### config.mk
export PLATFORM = sky130hd
export DESIGN_NAME = camd_decoder
export DESIGN_NICKNAME = d
export VERILOG_FILES = /design/src/logic/camd_pkg.sv /design/src/logic/camd_decoder.sv
export SDC_FILE = /design/constraint.sdc
export NUM_CORES = 1
export LEC_CHECK = 0
export ABC_AREA = 1
export BUFFER_PORTS_ARGS = -buffer_cell sky130_fd_sc_hd__buf_2
export CAP_MARGIN = 5
export CORE_ASPECT_RATIO = 1.4
export CORE_UTILIZATION = 40
export CTS_CLUSTER_DIAMETER = 80
export DETAILED_ROUTE_END_ITERATION = 6
export PLACE_DENSITY = 0.58
export REMOVE_ABC_BUFFERS = 1
export SLEW_MARGIN = 20
export SYNTH_ARGS = -nofsm -noshare
export SYNTH_HDL_FRONTEND = slang
export SYNTH_SLANG_ARGS = --single-unit
### constraint.sdc
create_clock -name clk_i -period 6.2 [get_ports clk_i]
set_input_delay 1.24 -clock clk_i [delete_from_list [all_inputs] [get_ports clk_i]]
set_output_delay 1.24 -clock clk_i [all_outputs]
set_load 0.005 [all_outputs]
### src/logic/camd_pkg.sv
// camd_pkg: constants, mode codes and operation classes for the addressing-mode decoder.
// assumes a byte-wide memory read port and a single clock domain.
package camd_pkg;

    // ------------------------------------------------------------------
    // prefix bytes and sizes
    // ------------------------------------------------------------------
    localparam logic [7:0] SECOND_INDEX_PREFIX          = 8'h90;
    localparam logic [7:0] SECOND_INDEX_INDIRECT_PREFIX = 8'h91;
    localparam logic [7:0] INDIRECT_PREFIX              = 8'h92;
    localparam int         NUM_INSTRUCTIONS             = 63;
    localparam int         NUM_CLASSES                  = 13;
    localparam logic [7:0] PAGE_ZERO_HIGH               = 8'h00;
    localparam logic [2:0] LEN_OPCODE                   = 3'h1;
    localparam logic [15:0] ADDR_STEP                   = 16'h0001;

    // ------------------------------------------------------------------
    // opcode groups (high nibble), LO_CALL_REL (low nibble)
    // ------------------------------------------------------------------
    localparam logic [3:0] GRP_BIT_REL   = 4'h0;
    localparam logic [3:0] GRP_BIT       = 4'h1;
    localparam logic [3:0] GRP_REL       = 4'h2;
    localparam logic [3:0] GRP_RMW_DIR   = 4'h3;
    localparam logic [3:0] GRP_RMW_A     = 4'h4;
    localparam logic [3:0] GRP_RMW_X     = 4'h5;
    localparam logic [3:0] GRP_RMW_IDXS  = 4'h6;
    localparam logic [3:0] GRP_RMW_IDX0  = 4'h7;
    localparam logic [3:0] GRP_INH_0     = 4'h8;
    localparam logic [3:0] GRP_INH_1     = 4'h9;
    localparam logic [3:0] GRP_IMM       = 4'hA;
    localparam logic [3:0] GRP_DIR_S     = 4'hB;
    localparam logic [3:0] GRP_DIR_L     = 4'hC;
    localparam logic [3:0] GRP_IDX_L     = 4'hD;
    localparam logic [3:0] GRP_IDX_S     = 4'hE;
    localparam logic [3:0] GRP_IDX_0     = 4'hF;
    localparam logic [3:0] LO_CALL_REL   = 4'hD;

    // ------------------------------------------------------------------
    // addressing modes (17)
    // ------------------------------------------------------------------
    typedef enum logic [4:0] {
        M_INH = 5'h00, M_IMM = 5'h01, M_DIR_S = 5'h02, M_DIR_L = 5'h03,
        M_IDX_0 = 5'h04, M_IDX_S = 5'h05, M_IDX_L = 5'h06, M_IND_S = 5'h07,
        M_IND_L = 5'h08, M_IIX_S = 5'h09, M_IIX_L = 5'h0A, M_REL_D = 5'h0B,
        M_REL_I = 5'h0C, M_BIT_D = 5'h0D, M_BIT_I = 5'h0E, M_BITR_D = 5'h0F,
        M_BITR_I = 5'h10
    } camd_mode_t;

    // ------------------------------------------------------------------
    // operation classes (13)
    // ------------------------------------------------------------------
    typedef enum logic [3:0] {
        C_LOAD = 4'h0, C_STACK = 4'h1, C_INCDEC = 4'h2, C_CMP = 4'h3,
        C_LOGIC = 4'h4, C_BIT = 4'h5, C_BITJMP = 4'h6, C_ARITH = 4'h7,
        C_SHIFT = 4'h8, C_JUMP = 4'h9, C_BRANCH = 4'hA, C_INTR = 4'hB,
        C_FLAG = 4'hC
    } camd_class_t;

    // ------------------------------------------------------------------
    // sequencer states
    // ------------------------------------------------------------------
    typedef enum logic [5:0] {
        S_IDLE = 6'b000001, S_OPC = 6'b000010, S_B1 = 6'b000100,
        S_B2 = 6'b001000, S_PHI = 6'b010000, S_PLO = 6'b100000
    } camd_state_t;

endpackage

### src/logic/camd_decoder.sv
// camd_decoder: fetches one instruction, decodes its addressing mode and forms the address.
// assumes a byte-wide read port answered by mem_ack_i with data valid in that same cycle.
`timescale 1ns/1ns
module camd_decoder
    import camd_pkg::*;
(
    input  wire logic        clk_i,
    input  wire logic        sys_rst_i,
    input  wire logic        start_i,
    input  wire logic [15:0] pc_i,
    input  wire logic [7:0]  index_x_i,
    input  wire logic [7:0]  index_y_i,
    output logic             busy_o,
    output logic             mem_rd_o,
    output logic [15:0]      mem_addr_o,
    input  wire logic [7:0]  mem_rdata_i,
    input  wire logic        mem_ack_i,
    output logic             done_o,
    output logic             illegal_o,
    output logic [7:0]       prefix_o,
    output logic [7:0]       opcode_o,
    output logic [4:0]       mode_o,
    output logic [3:0]       class_o,
    output logic [2:0]       length_o,
    output logic [15:0]      next_pc_o,
    output logic [15:0]      eff_addr_o,
    output logic [7:0]       operand_o,
    output logic [15:0]      branch_target_o
);

    // ------------------------------------------------------------------
    // decode functions
    // ------------------------------------------------------------------
    function automatic camd_mode_t base_mode(input logic [7:0] op);
        unique case (op[7:4])
            GRP_BIT_REL:  base_mode = M_BITR_D;
            GRP_BIT:      base_mode = M_BIT_D;
            GRP_REL:      base_mode = M_REL_D;
            GRP_RMW_DIR,
            GRP_DIR_S:    base_mode = M_DIR_S;
            GRP_RMW_IDXS,
            GRP_IDX_S:    base_mode = M_IDX_S;
            GRP_RMW_IDX0,
            GRP_IDX_0:    base_mode = M_IDX_0;
            GRP_IMM:      base_mode = (op[3:0] == LO_CALL_REL) ? M_REL_D : M_IMM;
            GRP_DIR_L:    base_mode = M_DIR_L;
            GRP_IDX_L:    base_mode = M_IDX_L;
            default:      base_mode = M_INH;
        endcase
    endfunction

    // indirect forms selected by the indirect prefixes
    function automatic camd_mode_t to_indirect(input camd_mode_t m);
        unique case (m)
            M_DIR_S:  to_indirect = M_IND_S;
            M_DIR_L:  to_indirect = M_IND_L;
            M_IDX_S:  to_indirect = M_IIX_S;
            M_IDX_L:  to_indirect = M_IIX_L;
            M_REL_D:  to_indirect = M_REL_I;
            M_BIT_D:  to_indirect = M_BIT_I;
            M_BITR_D: to_indirect = M_BITR_I;
            default:  to_indirect = m;
        endcase
    endfunction

    // bytes following the opcode
    function automatic logic [1:0] follow_bytes(input camd_mode_t m);
        unique case (m)
            M_INH, M_IDX_0:                     follow_bytes = 2'h0;
            M_DIR_L, M_IDX_L, M_BITR_D, M_BITR_I: follow_bytes = 2'h2;
            default:                            follow_bytes = 2'h1;
        endcase
    endfunction

    // bytes of pointer read from memory
    function automatic logic [1:0] ptr_bytes(input camd_mode_t m);
        unique case (m)
            M_IND_L, M_IIX_L:                    ptr_bytes = 2'h2;
            M_IND_S, M_IIX_S, M_REL_I,
            M_BIT_I, M_BITR_I:                   ptr_bytes = 2'h1;
            default:                             ptr_bytes = 2'h0;
        endcase
    endfunction

    function automatic logic is_indexed(input camd_mode_t m);
        is_indexed = (m == M_IDX_0) || (m == M_IDX_S) || (m == M_IDX_L) || (m == M_IIX_S) || (m == M_IIX_L);
    endfunction

    function automatic logic is_long(input camd_mode_t m);
        is_long = (m == M_DIR_L) || (m == M_IDX_L) || (m == M_IND_L) || (m == M_IIX_L);
    endfunction

    // operation class from the opcode
    function automatic camd_class_t op_class(input logic [7:0] op);
        camd_class_t c;
        c = C_LOAD;
        unique case (op[7:4])
            GRP_BIT_REL:  c = C_BITJMP;
            GRP_BIT:      c = C_BIT;
            GRP_REL:      c = C_BRANCH;
            GRP_INH_0:    c = (op[3:0] < 4'h4) ? C_INTR : (op[3:0] < 4'h8) ? C_LOAD : C_STACK;
            GRP_INH_1:    c = (op[3:0] < 4'h8) ? C_LOAD : (op[3:0] < 4'hC) ? C_FLAG : C_JUMP;
            GRP_RMW_DIR, GRP_RMW_A, GRP_RMW_X, GRP_RMW_IDXS, GRP_RMW_IDX0: begin
                unique case (op[3:0])
                    4'h0, 4'h3:       c = C_LOGIC;
                    4'hA, 4'hC:       c = C_INCDEC;
                    4'hD:             c = C_CMP;
                    4'hF:             c = C_LOAD;
                    default:          c = C_SHIFT;
                endcase
            end
            default: begin
                unique case (op[3:0])
                    4'h1, 4'h3, 4'h5: c = C_CMP;
                    4'h4, 4'h8, 4'hA: c = C_LOGIC;
                    4'h0, 4'h2, 4'h9, 4'hB: c = C_ARITH;
                    4'hC, 4'hD:       c = C_JUMP;
                    default:          c = C_LOAD;
                endcase
            end
        endcase
        op_class = c;
    endfunction

    // ------------------------------------------------------------------
    // state
    // ------------------------------------------------------------------
    camd_state_t state;
    logic [15:0] fetch_addr;
    logic [15:0] start_pc;
    logic [7:0]  byte1;
    logic [7:0]  byte2;
    logic [7:0]  ptr_hi;
    logic [7:0]  ptr_lo;
    logic [2:0]  len;
    camd_mode_t  mode;
    camd_class_t cls;
    logic        use_y;
    logic        bad;

    camd_mode_t  dec_mode;
    logic        dec_bad;
    logic [1:0]  n_follow;
    logic [1:0]  n_ptr;
    logic        is_prefix;
    logic        finish;
    logic        last_seen;

    assign is_prefix = (mem_rdata_i == SECOND_INDEX_PREFIX) || (mem_rdata_i == INDIRECT_PREFIX)
                     || (mem_rdata_i == SECOND_INDEX_INDIRECT_PREFIX);

    // mode and legality of the opcode arriving now, under the stored prefix
    always_comb begin
        camd_mode_t bm;
        camd_class_t oc;
        bm      = base_mode(mem_rdata_i);
        oc      = op_class(mem_rdata_i);
        dec_mode = bm;
        dec_bad  = 1'b0;
        if (prefix_o == INDIRECT_PREFIX) begin
            dec_mode = to_indirect(bm);
            dec_bad  = (to_indirect(bm) == bm);
        end else if (prefix_o == SECOND_INDEX_INDIRECT_PREFIX) begin
            dec_mode = to_indirect(bm);
            dec_bad  = !((bm == M_IDX_S) || (bm == M_IDX_L));
        end
        if ((bm == M_IMM) && !(oc inside {C_LOAD, C_CMP, C_LOGIC, C_ARITH})) begin
            dec_bad = 1'b1;
        end
        if (is_long(bm) && (oc inside {C_SHIFT, C_INCDEC, C_BIT, C_BITJMP})) begin
            dec_bad = 1'b1;
        end
    end

    assign n_follow = follow_bytes(mode);
    assign n_ptr    = ptr_bytes(mode);

    assign busy_o   = (state != S_IDLE);
    assign mem_rd_o = (state != S_IDLE);

    // ------------------------------------------------------------------
    // sequencer
    // ------------------------------------------------------------------
    always_ff @(posedge clk_i) begin
        if (sys_rst_i) begin
            state <= S_IDLE;
        end else begin
            unique case (state)
                S_IDLE: if (start_i) state <= S_OPC;
                S_OPC: if (mem_ack_i && !(is_prefix && (prefix_o == 8'h00))) begin
                    state <= (follow_bytes(dec_mode) != 2'h0) ? S_B1
                           : (ptr_bytes(dec_mode) != 2'h0) ? S_PLO : S_IDLE;
                end
                S_B1: if (mem_ack_i) begin
                    state <= (n_follow == 2'h2) ? S_B2 : (n_ptr == 2'h2) ? S_PHI
                           : (n_ptr == 2'h1) ? S_PLO : S_IDLE;
                end
                S_B2: if (mem_ack_i) state <= (n_ptr != 2'h0) ? S_PLO : S_IDLE;
                S_PHI: if (mem_ack_i) state <= S_PLO;
                S_PLO: if (mem_ack_i) state <= S_IDLE;
            endcase
        end
    end

    // memory address: instruction stream, then pointer location
    always_ff @(posedge clk_i) begin
        if (sys_rst_i) begin
            fetch_addr <= 16'h0000;
            mem_addr_o <= 16'h0000;
        end else if (state == S_IDLE) begin
            if (start_i) begin
                fetch_addr <= pc_i + ADDR_STEP;
                mem_addr_o <= pc_i;
            end
        end else if (mem_ack_i) begin
            fetch_addr <= fetch_addr + ADDR_STEP;
            mem_addr_o <= fetch_addr;
            if ((state == S_B1) && (n_ptr != 2'h0) && (n_follow == 2'h1)) begin
                mem_addr_o <= {PAGE_ZERO_HIGH, mem_rdata_i};
            end
            if ((state == S_B2) && (n_ptr != 2'h0)) begin
                mem_addr_o <= {PAGE_ZERO_HIGH, byte1};
            end
            if (state == S_OPC && follow_bytes(dec_mode) == 2'h0 && ptr_bytes(dec_mode) != 2'h0) begin
                mem_addr_o <= {PAGE_ZERO_HIGH, mem_rdata_i};
            end
            if (state == S_PHI) begin
                mem_addr_o <= mem_addr_o + ADDR_STEP;
            end
        end
    end

    // prefix, opcode, mode, class, length
    always_ff @(posedge clk_i) begin
        if (sys_rst_i) begin
            prefix_o <= 8'h00;
            opcode_o <= 8'h00;
            mode     <= M_INH;
            cls      <= C_LOAD;
            len      <= 3'h0;
            start_pc <= 16'h0000;
            use_y    <= 1'b0;
            bad      <= 1'b0;
        end else if ((state == S_IDLE) && start_i) begin
            prefix_o <= 8'h00;
            len      <= 3'h0;
            start_pc <= pc_i;
            use_y    <= 1'b0;
            bad      <= 1'b0;
        end else if (mem_ack_i && (state inside {S_OPC, S_B1, S_B2})) begin
            len <= len + LEN_OPCODE;
            if (state == S_OPC) begin
                if (is_prefix && (prefix_o == 8'h00)) begin
                    prefix_o <= mem_rdata_i;
                end else begin
                    opcode_o <= mem_rdata_i;
                    mode     <= dec_mode;
                    cls      <= op_class(mem_rdata_i);
                    bad      <= dec_bad;
                    use_y    <= (prefix_o == SECOND_INDEX_PREFIX)
                             || (prefix_o == SECOND_INDEX_INDIRECT_PREFIX);
                end
            end
        end
    end

    // operand bytes and pointer bytes
    always_ff @(posedge clk_i) begin
        if (sys_rst_i) begin
            byte1  <= 8'h00;
            byte2  <= 8'h00;
            ptr_hi <= 8'h00;
            ptr_lo <= 8'h00;
        end else if ((state == S_IDLE) && start_i) begin
            byte1  <= 8'h00;
            byte2  <= 8'h00;
            ptr_hi <= 8'h00;
            ptr_lo <= 8'h00;
        end else if (mem_ack_i) begin
            if (state == S_B1) byte1 <= mem_rdata_i;
            if (state == S_B2) byte2 <= mem_rdata_i;
            if (state == S_PHI) ptr_hi <= mem_rdata_i;
            if (state == S_PLO) ptr_lo <= mem_rdata_i;
        end
    end

    // ------------------------------------------------------------------
    // effective address and results
    // ------------------------------------------------------------------
    logic [15:0] index_w;
    logic [15:0] base_w;
    logic [15:0] ea;
    logic [7:0]  rel_off;
    logic [15:0] after_pc;

    assign index_w  = {PAGE_ZERO_HIGH, use_y ? index_y_i : index_x_i};
    assign after_pc = start_pc + {13'h0000, len};

    always_comb begin
        base_w  = 16'h0000;
        rel_off = byte1;
        unique case (mode)
            M_DIR_S, M_BIT_D, M_BITR_D: base_w = {PAGE_ZERO_HIGH, byte1};
            M_DIR_L, M_IDX_L:  base_w = {byte1, byte2};
            M_IDX_S:           base_w = {PAGE_ZERO_HIGH, byte1};
            M_IND_S, M_IIX_S, M_BIT_I, M_BITR_I: base_w = {PAGE_ZERO_HIGH, ptr_lo};
            M_IND_L, M_IIX_L:  base_w = {ptr_hi, ptr_lo};
            M_REL_I:           rel_off = ptr_lo;
            default:           base_w = 16'h0000;
        endcase
        if ((mode == M_BITR_D) || (mode == M_BITR_I)) begin
            rel_off = byte2;
        end
        ea = is_indexed(mode) ? (base_w + index_w) : base_w;
    end

    // results latch one cycle after the last byte is taken
    always_ff @(posedge clk_i) begin
        if (sys_rst_i) begin
            done_o          <= 1'b0;
            illegal_o       <= 1'b0;
            mode_o          <= M_INH;
            class_o         <= C_LOAD;
            length_o        <= 3'h0;
            next_pc_o       <= 16'h0000;
            eff_addr_o      <= 16'h0000;
            operand_o       <= 8'h00;
            branch_target_o <= 16'h0000;
        end else begin
            done_o <= 1'b0;
            if (finish) begin
                done_o          <= 1'b1;
                illegal_o       <= bad;
                mode_o          <= mode;
                class_o         <= cls;
                length_o        <= len;
                next_pc_o       <= after_pc;
                eff_addr_o      <= ea;
                operand_o       <= (mode == M_IMM) ? byte1 : rel_off;
                branch_target_o <= after_pc + {{8{rel_off[7]}}, rel_off};
            end
        end
    end

    // one cycle after the last fetch the captured bytes are settled
    assign finish = last_seen;

    always_ff @(posedge clk_i) begin
        if (sys_rst_i) begin
            last_seen <= 1'b0;
        end else begin
            last_seen <= 1'b0;
            if (mem_ack_i) begin
                unique case (state)
                    S_OPC:  last_seen <= !(is_prefix && (prefix_o == 8'h00))
                                         && (follow_bytes(dec_mode) == 2'h0) && (ptr_bytes(dec_mode) == 2'h0);
                    S_B1:   last_seen <= (n_follow == 2'h1) && (n_ptr == 2'h0);
                    S_B2:   last_seen <= (n_ptr == 2'h0);
                    S_PLO:  last_seen <= 1'b1;
                    default: last_seen <= 1'b0;
                endcase
            end
        end
    end

endmodule

Word-level counts from Yosys, hierarchy flattened
Memories as Yosys holds them, arrays and structs flattened.
Index checks and enable logic that the tools add are counted.
Widths: inputs -> output; s select.

cells by class
  $lt $le $gt $ge = 3
  mux-type cells = 70
  equality and inequality tests = 87
  $add $sub $neg = 7
  bitwise logic cells = 3
  reduce and logical (&&, ||, !) cells = 75

operators with widths
  kind                   count
  $mux 16                11
  $eq 5x4->1 const B     18
  $mux 6                 12
  $pmux 16 s4            1
  $eq 4x4->1 const B     13
  $add 16x1->16 const B  3
  $eq 8x8->1 const B     6
  $pmux 4 s6             2
  $eq 5x3->1 const B     9
  $mux 2                 18
  $pmux 4 s9             1
  $pmux 6 s6             1
  $pmux 5 s7             1
  $eq 4x3->1 const B     8
  $mux 8                 4
  $eq 5x2->1 const B     5
  $reduce_or 2->1        12
  $eq 4x2->1 const B     5
  $add 16x16->16         1
  $add 16x3->16          1
  $add 16x8->16          1
  $pmux 2 s2             4
  $pmux 4 s4             1
  $reduce_or 4->1        4
  38 further kinds       103

storage, ports and cells
  memory bits (read-only) = 128
  register bits = 187
  memories = 2
  word-level logic and storage cells = 272
  output and inout bits = 104

memory list
  memory           depth  bits a word  rd ports  clocked after memory_dff  wr ports  RTL line             text
  (no name shown)  16     4            1         0                         0         camd_decoder.sv:113  unique case (op[3:0])
  (no name shown)  16     4            1         0                         0         camd_decoder.sv:113

Depth between registers and ports, before layout
Gate-level depths: netlist (run 1).

  depth after elaboration = 20
  depth in mapped cells = 25
  depth with buffers taken out = 25

Worst setup path before layout (run 1)
OpenSTA, ideal clock, no wires.

  kind = reg-to-reg
  start = register len[0]
  end = register branch_target_o[15]
  period minus slack after synthesis = 3,077 ps
  buffers on the path = 0
  arrival = 2,968 ps
  data required time = 6,091 ps
  stages on the path, launching flop included = 23
  path slack = 3,123 ps
  cells stage by stage = dfxtp_1 -> ha_1 -> inv_1 -> fa_1 -> inv_1 -> nand2_1 -> a21oi_1 -> nand3_1 -> nor2_1 -> nand2_1 -> nor3_1 -> nand2_1 -> nand2_1 -> inv_1 -> ha_1 -> a21oi_1 -> nor2_1 -> a211oi_1 -> nand2_1 -> nand3_1 -> nand3_1 -> nand2_1 -> inv_1

on the way
  cells in the longest elaborated chain, start to end = 2

RTL lines
  what                    RTL line             text
  from (decl)             camd_decoder.sv:135  logic [2:0] len;
  from (signal assigned)  camd_decoder.sv:251  len <= len + LEN_OPCODE;
  $add 16x3->16           camd_decoder.sv:297  assign after_pc = start_pc + {13'h0000, len};
  via after_pc[12]        camd_decoder.sv:294  logic [15:0] after_pc;
  $add 16x16->16          camd_decoder.sv:340  branch_target_o <= after_pc + {{8{rel_off[7]}}, rel_off};
  to (signal assigned)    camd_decoder.sv:340
  to (decl)               camd_decoder.sv:28   output logic [15:0] branch_target_o

The timed path passes the listed nets, and every way through them passes these cells.
A chain may end at the register's enable or synchronous reset.

Final worst setup path (run 1)
  start = register len[0]
  end = register branch_target_o[13]

The elaborated chain is that of the path after synthesis.

==> metrics, run 1 <==
outcome=complete, no violations; post-DP HPWL=about 25 mm; Worst Path Required=6540 ps; Core Region=between 0.02 and 0.03 mm²; final setup violation count=0; total power=~0.0029 W; setup TNS=0 ps; DIE HEIGHT=199 µm; Synth Flop Type=dfxtp_1; Slew HR=roughly 36%; Clk pin slew, worst setup/hold paths=around 70 ps; GP Congestion=slightly below 0.9; slowest stage delay, CP=~400 ps; power per cell area=between 200 and 250 mW/mm²; Worst path slowest cell=dfxtp_1; Die W=about 140 µm; overall global routing resource usage=between 20% and 30%; WL met1=14.5 mm; sequential element share of the synthesized area=between 30% and 40%; Fmax achieved=about 280 MHz; hold_ws=between 400 and 500 ps; kind of end point of the critical path=flip-flop; RSZ-0062 raised after global routing=no; actual slew at the worst max-slew pin=about 950 ps; critical path, cell by cell=ha_1 > inv_1 > fa_1 > inv_1 > nand2_1 > a21oi_1 > nand3_1 > nor2_1 > nand2_1 > nor3_1 > nand2_1 > nand2_1 > inv_1 > ha_1 > a21oi_1 > nand2_1 > a21oi_1 > nand2_1 > nand2_1 > nand2_1 > o21ai_0 > inv_1; commonest non-fill, non-tap cell in the layout=nand2_1; met3 wire length=around 1.3 mm; fin. max-slew vios=0; CP Launch Type=flip-flop; number of port buffers=around 150; # rows=between 70 and 80; WL met2=16.3 mm; delay-heaviest family, CP=simple AND/OR/NAND/NOR gates; Final Hold Vio Count=0; DRT iter0 DRCs=approximately 750; starting density of the core=about two fifths; setup bufs post-CTS=0; drt wl/cell=around 15 µm; Ys Warns=0; post-cts resize count=0; asr flop ratio synth=0%; DRC viols=0; top routing layer in use=met4; Synth Area in Compound Gates=between 10% and 20%; commonest cells after routing, fill and taps aside=nand2_1, inv_1, dfxtp_1; maximum VDD drop=about 0.22 mV; hold buffers post-CTS=0; number of enable flip-flop cells after synthesis=0; Avg Cell Area, Syn=6.60 µm²; vias in the first global route=between 10000 and 15000; largest net degree at the start of global routing=87; CTS buffer count=17; ANT nets after route=0; CTS H-tree depth=4; via count=~11000; share of cells above drive strength 1=between 10% and 20%; CP Class=reg2reg; Pre-Repair DR Iteration Count=5; largest family of logic cells by synthesized area=simple AND/OR/NAND/NOR gates; buffer levels on the longest clock path=2; final cell count without fillers=2156; DP Cell Count=between 2000 and 2500; Period minus WS final=around 3500 ps; CTS root buffer=clkbuf_16; Worst-Skew Late Latency=450 ps; antenna cells=0; unique cell type count in the Yosys netlist=around 50; CTS sink cnt=~190; mux share of post-synthesis cell area=less than 1%; Leakage=6.05 nW; Fill cells=2970; total I/O pin count=between 100 and 150; Die ar.=about 0.028 mm²; Arrival @ worst endpoint=a little under 4000 ps; Area Overhead vs Synth=13.9%; Vias/cell=around 5.1; Setup Skew=approximately 11 ps; final period utilization=between 50% and 60%; synthesized flop and latch total=~190; Worst path most repeated cell=nand2_1; TritonCTS clock tree=built; Crit Path Max Fanout=5; nets=between 1500 and 2000; Cells after Synth=roughly 1700; max-cap violation count=0; Buf/Inv on CP=4; global route overflow=0; Hold Path Class=reg2reg; Post-Route WL=between 30 and 40 mm; global-route wire length before repair=about 53 mm; Synth Area in Adders=4.16%; Cell Area, Synth=around 0.011 mm²; simple-gate share of the synthesized area=between 20% and 30%; XOR/XNOR Fraction of Synth Area=under 10%; initial antenna violation count=0
[cells in the mapped netlist, types with 6 or more instances]
cell type,n,area [µm²]
a21oi_1,159,796
nand2_2,11,68.8
ha_1,32,400
nand3_1,113,566
mux2_2,7,78.8
o211ai_1,10,75.1
xor2_1,24,210
nor2_1,165,619
nand4_1,27,169
o22ai_1,12,75.1
dfxtp_1,187,3740
xnor2_1,8,70.1
clkbuf_1,44,165
o21ai_1,23,115
nor2_4,12,135
a22oi_1,8,60.1
nand2_1,340,1280
inv_2,24,90.1
nor3_1,18,90.1
inv_1,203,762
nor2_2,12,75.1
buf_1,6,22.5
o21bai_1,10,75.1
o21ai_0,153,766
buf_2,13,65.1
[layout make-up]
class | count | area (µm²) | area share (%)
well taps | 365 | 457 | 3.63
multi-input cells | 1190 | 6160 | 48.9
inverters | 229 | 860 | 6.83
clock inverters | 14 | 131 | 1.04
clock buffers | 18 | 450 | 3.58
repair buffers | 153 | 781 | 6.20
flip-flops and latches | 187 | 3750 | 29.8
[layer usage]
metal  vias to the layer above  GRT usage [%]
li1                       5694              -
met1                      5051           28.6
met2                       266           42.2
met3                        63           3.44
met4                         0           12.2
met5                         -              0
[per-stage QoR]
stage | cell area (µm²) | util (%) | setup WS [ps]
2_1_floorplan | 10800 | - | 2430
3_3_place_gp | 12000 | 44.5 | 2720
3_5_place_dp | 12000 | 44.5 | 2670
4_1_cts | 12600 | 46.6 | 2650
5_1_grt | 12600 | 46.6 | 2280
6_report | 12600 | 46.6 | 2690
[cells by family (layout without fill, tap and decap cells)]
group | Yosys count | after routing
and+or+nand+nor | 715 | 715
DFF | 187 | 187
AOI/OAI and AO/OA | 401 | 401
xor gates and xnor gates | 32 | 32
muxes | 7 | 7
adders and majority gates | 35 | 35
buffers and inverters | 298 | 414
[tightest hold or removal path, cell delays in order, from the launching register on]
cell and delay [ps]:
dfxtp_1 300, inv_1 60, a21oi_1 50
[state kept, by name, indices dropped and copies added, names as in the netlist, 4 cells and up]
signal,cells
opcode_o,8
class_o,4
fetch_addr,16
ptr_lo,8
next_pc_o,16
byte2,8
branch_target_o,16
ptr_hi,8
state,6
operand_o,8
mem_addr_o,16
mode_o,5
prefix_o,8
eff_addr_o,16
cls,4
mode,5
start_pc,16
byte1,8
[worst paths after layout]
path | start | to | slack (ps) | cells after the start
min reg2reg | ptr_hi[4]$_SDFFE_PP0P_ | ptr_hi[4]$_SDFFE_PP0P_ | 450 | 2
max reg2reg | len[0]$_SDFFE_PP0P_ | branch_target_o[13]$_SDFFE_PP0P_ | 2690 | 22
max | len[0]$_SDFFE_PP0P_ | branch_target_o[13]$_SDFFE_PP0P_ | 2690 | 22
min | ptr_hi[4]$_SDFFE_PP0P_ | ptr_hi[4]$_SDFFE_PP0P_ | 450 | 2
[where the power goes]
part	leakage (nW)	total, W	switching [W]	internal (W)
registers	1.52	0.00130	0.0000504	0.00125
logic	4.25	0.000467	0.000316	0.000150
clock network	0.288	0.00110	0.000512	0.000586
Note: power is estimated with default switching activity, not from simulation.
==> run 2: changes to the inputs <==
--- a/config.mk
+++ b/config.mk
@@ -12,7 +12,7 @@
 export CORE_UTILIZATION = 40
 export CTS_CLUSTER_DIAMETER = 80
 export DETAILED_ROUTE_END_ITERATION = 6
-export PLACE_DENSITY = 0.58
+export PLACE_DENSITY = 0.6
 export REMOVE_ABC_BUFFERS = 1
 export SLEW_MARGIN = 20
 export SYNTH_ARGS = -nofsm -noshare
==> constraint.sdc (replaced) <==
create_clock -name clk_i -period 2.9 [get_ports clk_i]
set_input_delay 0.58 -clock clk_i [delete_from_list [all_inputs] [get_ports clk_i]]
set_output_delay 0.58 -clock clk_i [all_outputs]
set_load 0.005 [all_outputs]
==> metrics, run 2 (synthesis gave the netlist of run 1 again) <==
outcome=complete, but fails checks; failing checks=setup timing; Area Overhead vs Synth=31.5%; RSZ-0062 raised after global routing=yes; global route overflow=0 (unchanged); setup ws final=-164 ps (-2850 ps); kind of end point of the critical path=flip-flop; commonest cells after routing, fill and taps aside=nand2_1, inv_1, dfxtp_1; hold_ws=429 ps (-25.2 ps); Clk pin slew, worst setup/hold paths=70 ps (about the same); Reg2Reg Capture Point=branch_target_o[13]$_SDFFE_PP0P_; buffer levels on the longest clock path=2 (unchanged); CTS H-tree depth=4 (unchanged); final period utilization=106% (+49 points); vias in the first global route=11016 (+7.7%); overall global routing resource usage=25.5% (+1.3 points); drt wl/cell=15.5 µm (+0.33%); Worst R2R Start=start_pc[0]$_SDFFE_PP0P_; actual slew at the worst max-slew pin=719 ps (-230 ps); DIE HEIGHT=199 µm (unchanged); DRC viols=0 (unchanged); CTS root buffer=clkbuf_16; number of port buffers=147 (unchanged); CTS sink cnt=187 (unchanged); fin. max-slew vios=0 (unchanged); Slew HR=51.9% (+15 points); worst reg2reg setup slack=-160 ps (-2850 ps); GP Congestion=0.907 (+3.0%); Hold Path Class=in2reg; Final Hold Vio Count=0 (unchanged); share of cells above drive strength 1=28.9% (+14 points); Die ar.=0.0283 mm² (unchanged); Period minus WS final=3060 ps (-447 ps); Setup Skew=15.7 ps (+4.45 ps); Vias/cell=5.09 (-0.98%); r2r worst-path depth=23 (+4.5%); post-DP HPWL=26.4 mm (+5.1%); TritonCTS clock tree=built; HP Start=mem_ack_i; Core Region=0.0270 mm² (unchanged); antenna cells=0 (unchanged); Arrival @ worst endpoint=3410 ps (-440 ps); final setup violation count=5 (+5); total I/O pin count=148 (unchanged); Die W=143 µm (unchanged); # rows=71 (unchanged); CTS buffer count=17 (unchanged); commonest non-fill, non-tap cell in the layout=nand2_1; Crit Path Max Fanout=4 (-1); Worst-Skew Late Latency=450 ps (about the same); nets=2008 (+8.1%); Worst Path Required=3240 ps (-3300 ps); power per cell area=443 mW/mm² (+95%); initial antenna violation count=0 (unchanged); final cell count without fillers=2307 (+7.0%); DP Cell Count=2252 (+6.0%); Leakage=6.99 nW (+15%); Pre-Repair DR Iteration Count=5 (unchanged); ANT nets after route=0 (unchanged); Hold Path End=finish$_SDFF_PP0_; Fmax achieved=326 MHz (+15%); maximum VDD drop=0.435 mV (+100%); DRT iter0 DRCs=551 (-27%); Post-Route WL=35.8 mm (+7.4%); largest net degree at the start of global routing=47 (-46%); hold path depth=3 (+1); via count=11734 (+6.0%); CP Class=reg2reg; starting density of the core=40.9% (unchanged); CP Launch Type=flip-flop; Layout Utilization=53.8% (+7.2 points); global-route wire length before repair=56.1 mm (+5.6%); max-cap violation count=0 (unchanged)
==> run 2: cell count changes in the layout (fill, tap and decap cells not counted), moves of 14 or more <==
cell | previous run | this run
a21oi_1 | 159 | 143
buf_4 | 6 | 151
ha_1 | 32 | 18
nand2_1 | 340 | 308
nand2_2 | 11 | 36
nand3_1 | 113 | 97
nand3_2 | 2 | 18
nor2_1 | 165 | 147
==> run 2: worst max-delay path by stage <==
stage                             start  slack, ps  depth (start not counted)                          endpoint
2_1_floorplan         finish$_SDFF_PP0_       -710                          5        eff_addr_o[9]$_SDFFE_PP0P_
3_3_place_gp   start_pc[0]$_SDFFE_PP0P_       -380                         22  branch_target_o[13]$_SDFFE_PP0P_
3_5_place_dp        len[0]$_SDFFE_PP0P_       -400                         22  branch_target_o[15]$_SDFFE_PP0P_
4_1_cts             len[0]$_SDFFE_PP0P_       -170                         23  branch_target_o[15]$_SDFFE_PP0P_
5_1_grt        start_pc[0]$_SDFFE_PP0P_       -410                         22  branch_target_o[14]$_SDFFE_PP0P_
6_report       start_pc[0]$_SDFFE_PP0P_       -160                         23  branch_target_o[13]$_SDFFE_PP0P_
==> run 2: through the flow <==
stage | worst slack (ps) | setup TNS [ps] | total power [W] | instance area (µm²)
after floorplan | -713 | -31300 | 0.00346 | 10800
after global placement | -382 | -2230 | 0.00394 | 13000
after detailed placement | -405 | -2940 | 0.00395 | 13000
after CTS | -168 | -696 | 0.00643 | 13800
after global routing | -412 | -2640 | 0.00674 | 14500
final | -164 | -669 | 0.00645 | 14500
==> run 2: cell type report <==
class	instances	area (µm²)
repair buffers	304	1950
clock inverters	15	175
clock buffers	17	425
fillers	2665	12500
inverters	229	867
flip-flops and latches	187	3770
well taps	365	457
multi-input cells	1190	6890
==> run 2: report_power, final <==
part / switching, W / leakage (nW) / internal, W / total [W]
logic: 0.000743 / 5.17 / 0.000460 / 0.00120
clock network: 0.00115 / 0.294 / 0.00131 / 0.00245
registers: 0.000116 / 1.52 / 0.00267 / 0.00279
==> run 2: worst max-delay path, stage by stage (launching register included) <==
cell	delay [ps]
dfxtp_2	360
ha_4	140
inv_2	40
fa_2	320
inv_2	70
nand2_2	50
a21oi_2	160
nand3_2	120
nor2_4	140
nand2_4	90
nor3_4	200
nand2_1	100
nand2_1	100
nand2_2	70
inv_2	80
ha_4	230
a21oi_4	150
nand2_1	70
a21oi_1	110
nand2_1	80
nand2_1	60
nand2_1	40
o21ai_1	130
inv_1	40
==> run 2: what timing repair did <==
item | in CTS | in global routing
setup endpoints to repair | 18 | 22
cloned | 0 | 0
buffers inserted | 6 | 18
hold buffers | 0 | 0
pin swaps | 28 | 67
gates resized for setup | 63 | 131
==> run 2: layer usage <==
layer,global-route usage [%],vias to the layer above,part of all wire (%)
met5,0,-,0
met4,12.5,0,4.2
met3,3.11,79,3.1
met2,44.8,277,50
met1,30.4,5389,43
li1,-,5989,-
==> run 3: changes to the inputs <==
--- a/config.mk
+++ b/config.mk
@@ -5,10 +5,8 @@
 export SDC_FILE = /design/constraint.sdc
 export NUM_CORES = 1
 export LEC_CHECK = 0
-export ABC_AREA = 1
 export BUFFER_PORTS_ARGS = -buffer_cell sky130_fd_sc_hd__buf_2
 export CAP_MARGIN = 5
-export CORE_ASPECT_RATIO = 1.4
 export CORE_UTILIZATION = 40
 export CTS_CLUSTER_DIAMETER = 80
 export DETAILED_ROUTE_END_ITERATION = 6
==> metrics, run 3 <==
worst reg2reg setup slack=-430 ps (-270 ps); Final Hold Vio Count=0 (unchanged); final cell count without fillers=2009 (-13%); HP Start=branch_target_o[15]$_SDFFE_PP0P_; Hold Path End=branch_target_o[15]$_SDFFE_PP0P_; area share of the largest cell type after synthesis=34.2% (+0.29 points); asr flop ratio synth=0% (unchanged); share of cells above drive strength 1=30.6% (+1.7 points); GP Congestion=0.927 (+2.2%); Worst-Skew Late Latency=440 ps (about the same); Die ar.=0.0281 mm² (-0.88%); Area Overhead vs Synth=33.3%; commonest cells after routing, fill and taps aside=nor2_1, buf_4, dfxtp_1; Setup Skew=13.4 ps (-2.28 ps); largest net degree at the start of global routing=78 (+66%); RSZ-0062 raised after global routing=yes; sequential element share of the synthesized area=34.2% (+0.29 points); biggest area consumer among synthesized cells=dfxtp_1; CTS H-tree depth=4 (unchanged); Worst Path Required=3210 ps (-30 ps); Hold Path Class=reg2reg; Cell Area, Synth=0.0110 mm² (-0.86%); setup ws final=-434 ps (-270 ps); DIE HEIGHT=168 µm (-16%); DP Cell Count=1941 (-14%); Die W=168 µm (+18%); Ys Warns=0 (unchanged); Core Region=0.0270 mm² (-0.20%); power per cell area=409 mW/mm² (-7.9%); antenna cells=0 (unchanged); placed instance area=0.0130 mm² (+0.41%); synthesized flop and latch total=187 (unchanged); Reg2Reg Capture Point=eff_addr_o[10]$_SDFFE_PP0P_; CP Class=reg2reg; drt wl/cell=17.5 µm (+13%); ANT nets after route=0 (unchanged); Buf/Inv on CP=4 (unchanged); Post-Route WL=35.2 mm (-1.6%); total power=0.00597 W (-7.4%); CTS buffer count=17 (unchanged); r2r worst-path depth=17 (-26%); vias in the first global route=10552 (-4.2%); Vias/cell=5.55 (+9.1%); post-DP HPWL=24.7 mm (-6.3%); hold path depth=2 (-1); initial antenna violation count=0 (unchanged); final setup violation count=22 (+17); DRC viols=0 (unchanged); buffer levels on the longest clock path=2 (unchanged); commonest non-fill, non-tap cell in the layout=nor2_1; Slew HR=47.7% (-4.2 points); actual slew at the worst max-slew pin=784 ps (+65.1 ps); Leakage=6.23 nW (-11%); Fmax achieved=300 MHz (-8.1%); max-cap violation count=0 (unchanged); Cells after Synth=1381 (-18%); total I/O pin count=148 (unchanged); slowest stage delay, CP=400 ps (+40 ps); CTS sink cnt=187 (unchanged); starting density of the core=40.7% (-0.27 points); Clk pin slew, worst setup/hold paths=70 ps (about the same); largest cells by area after synthesis=dfxtp_1, mux2i_1, nor2_1; fin. max-slew vios=0 (unchanged); Avg Cell Area, Syn=7.94 µm² (+20%); worst slack, placed=-600 ps (-195 ps); Arrival @ worst endpoint=3640 ps (+230 ps); maximum VDD drop=0.317 mV (-27%); global-route wire length before repair=55.8 mm (-0.60%); Post-synth top cells=nor2_1, dfxtp_1, nand2_1; number of port buffers=147 (unchanged); CTS root buffer=clkbuf_16; critical path, cell by cell=buf_6 > nor4b_4 > a31oi_1 > o22ai_2 > a222oi_1 > inv_1 > ha_2 > inv_2 > fa_2 > nor2b_1 > o21a_1 > o21a_1 > o31a_1 > o31a_1 > buf_4 > nand4_1 > o311ai_1; hold_ws=451 ps (+22.5 ps); Period minus WS final=3330 ps (+270 ps); overall global routing resource usage=24.7% (-0.78 points); nets=1734 (-14%); hold buffers post-CTS=0 (unchanged); TritonCTS clock tree=built; Fill cells=2547 (-4.4%); most numerous cell in the Yosys netlist=nor2_1; outcome=complete, but fails checks; failing checks=setup timing; final period utilization=115% (+9.3 points); global route overflow=0 (unchanged); number of enable flip-flop cells after synthesis=0 (unchanged); Pre-Repair DR Iteration Count=6 (+1); delay-heaviest family, CP=compound AO/OA/AOI/OAI gates; # rows=60 (-15%); Synth Flop Type=dfxtp_1; kind of end point of the critical path=flip-flop; DRT iter0 DRCs=750 (+36%); Crit Path Max Fanout=7 (+3); unique cell type count in the Yosys netlist=80 (+57%); Design Area, Final=0.0146 mm² (+0.53%); CP Launch Type=flip-flop; Worst R2R Start=mode[4]$_SDFFE_PP0P_; Worst path slowest cell=a222oi_1; via count=11146 (-5.0%)
[run 3: changes by cell type in the layout (fill, tap and decap cells not counted), moves of 55 or more]
cell and change:
nand3_1 -65, inv_1 -163, a21oi_1 -55, o21ai_0 -118
mux2i_1 +83, nand2_1 -150
[run 3: kinds of logic (layout without fill, tap and decap cells)]
kind of cell,after synthesis,count (layout),share of synthesized area [%]
DFF,187,187,34.2
adders and majority gates,35,35,4.20
muxes,97,97,9.03
buffers and inverters,133,420,4.84
and+or+nand+nor,537,537,22.5
AOI/OAI and AO/OA,321,321,19.6
xor gates and xnor gates,71,71,5.67
[run 3: routing by layer]
metal / part of all wire (%) / global-route usage (%)
met1: 46 / 33.3
met2: 47 / 40.5
met5: 0 / 0
met4: 2.2 / 7.98
met3: 5.5 / 3.45
[run 3: metrics by stage]
| step | util [%] | TNS (ps) |
|---|---|---|
| final | 54.2 | -4970 |
| after global routing | 54.2 | -8300 |
| after CTS | 52.8 | -4770 |
| after detailed placement | 48.3 | -8300 |
| after global placement | 48.3 | -6800 |
| after floorplan | - | -11950 |
[run 3: timing repair]
item / CTS / global route
endpoints found under the setup margin: 29 / 33
gates resized for setup: 116 / 62
buffers inserted: 26 / 13
pin swaps: 51 / 54
[run 3: final cells by class]
class                           count  area (µm²)  share of cell area, %
Clock buffer                       21         460                   3.15
Clock inverter                     11         131                  0.899
Inverter                           34         130                  0.891
Multi-Input combinational cell   1061        7310                   50.0
Sequential cell                   187        3760                   25.7
Tap cell                          341         427                   2.92
Timing Repair Buffer              354        2400                   16.4
[run 3: power breakdown]
| part | total, W | internal (W) | switching (W) | leakage [nW] |
|---|---|---|---|---|
| registers | 0.00272 | 0.00263 | 0.0000871 | 1.52 |
| logic | 0.000853 | 0.000354 | 0.000499 | 4.41 |
| clock network | 0.00240 | 0.00133 | 0.00106 | 0.293 |
[run 3: worst min-delay path, stage by stage, from the launching register on]
cell     delay [ps]
dfxtp_1         320
nand2_1          50
o21ai_1          50
[run 3: worst max-delay path by stage]
stage / startpoint / end / slack (ps) / cells after the start
2_1_floorplan: mode[0]$_SDFFE_PP0P_ / branch_target_o[15]$_SDFFE_PP0P_ / -880 / 11
3_3_place_gp: mode[0]$_SDFFE_PP0P_ / branch_target_o[12]$_SDFFE_PP0P_ / -530 / 13
3_5_place_dp: mode[3]$_SDFFE_PP0P_ / branch_target_o[12]$_SDFFE_PP0P_ / -600 / 16
4_1_cts: mode[2]$_SDFFE_PP0P_ / eff_addr_o[12]$_SDFFE_PP0P_ / -480 / 16
5_1_grt: mode[4]$_SDFFE_PP0P_ / eff_addr_o[10]$_SDFFE_PP0P_ / -590 / 17
6_report: mode[4]$_SDFFE_PP0P_ / eff_addr_o[10]$_SDFFE_PP0P_ / -430 / 17
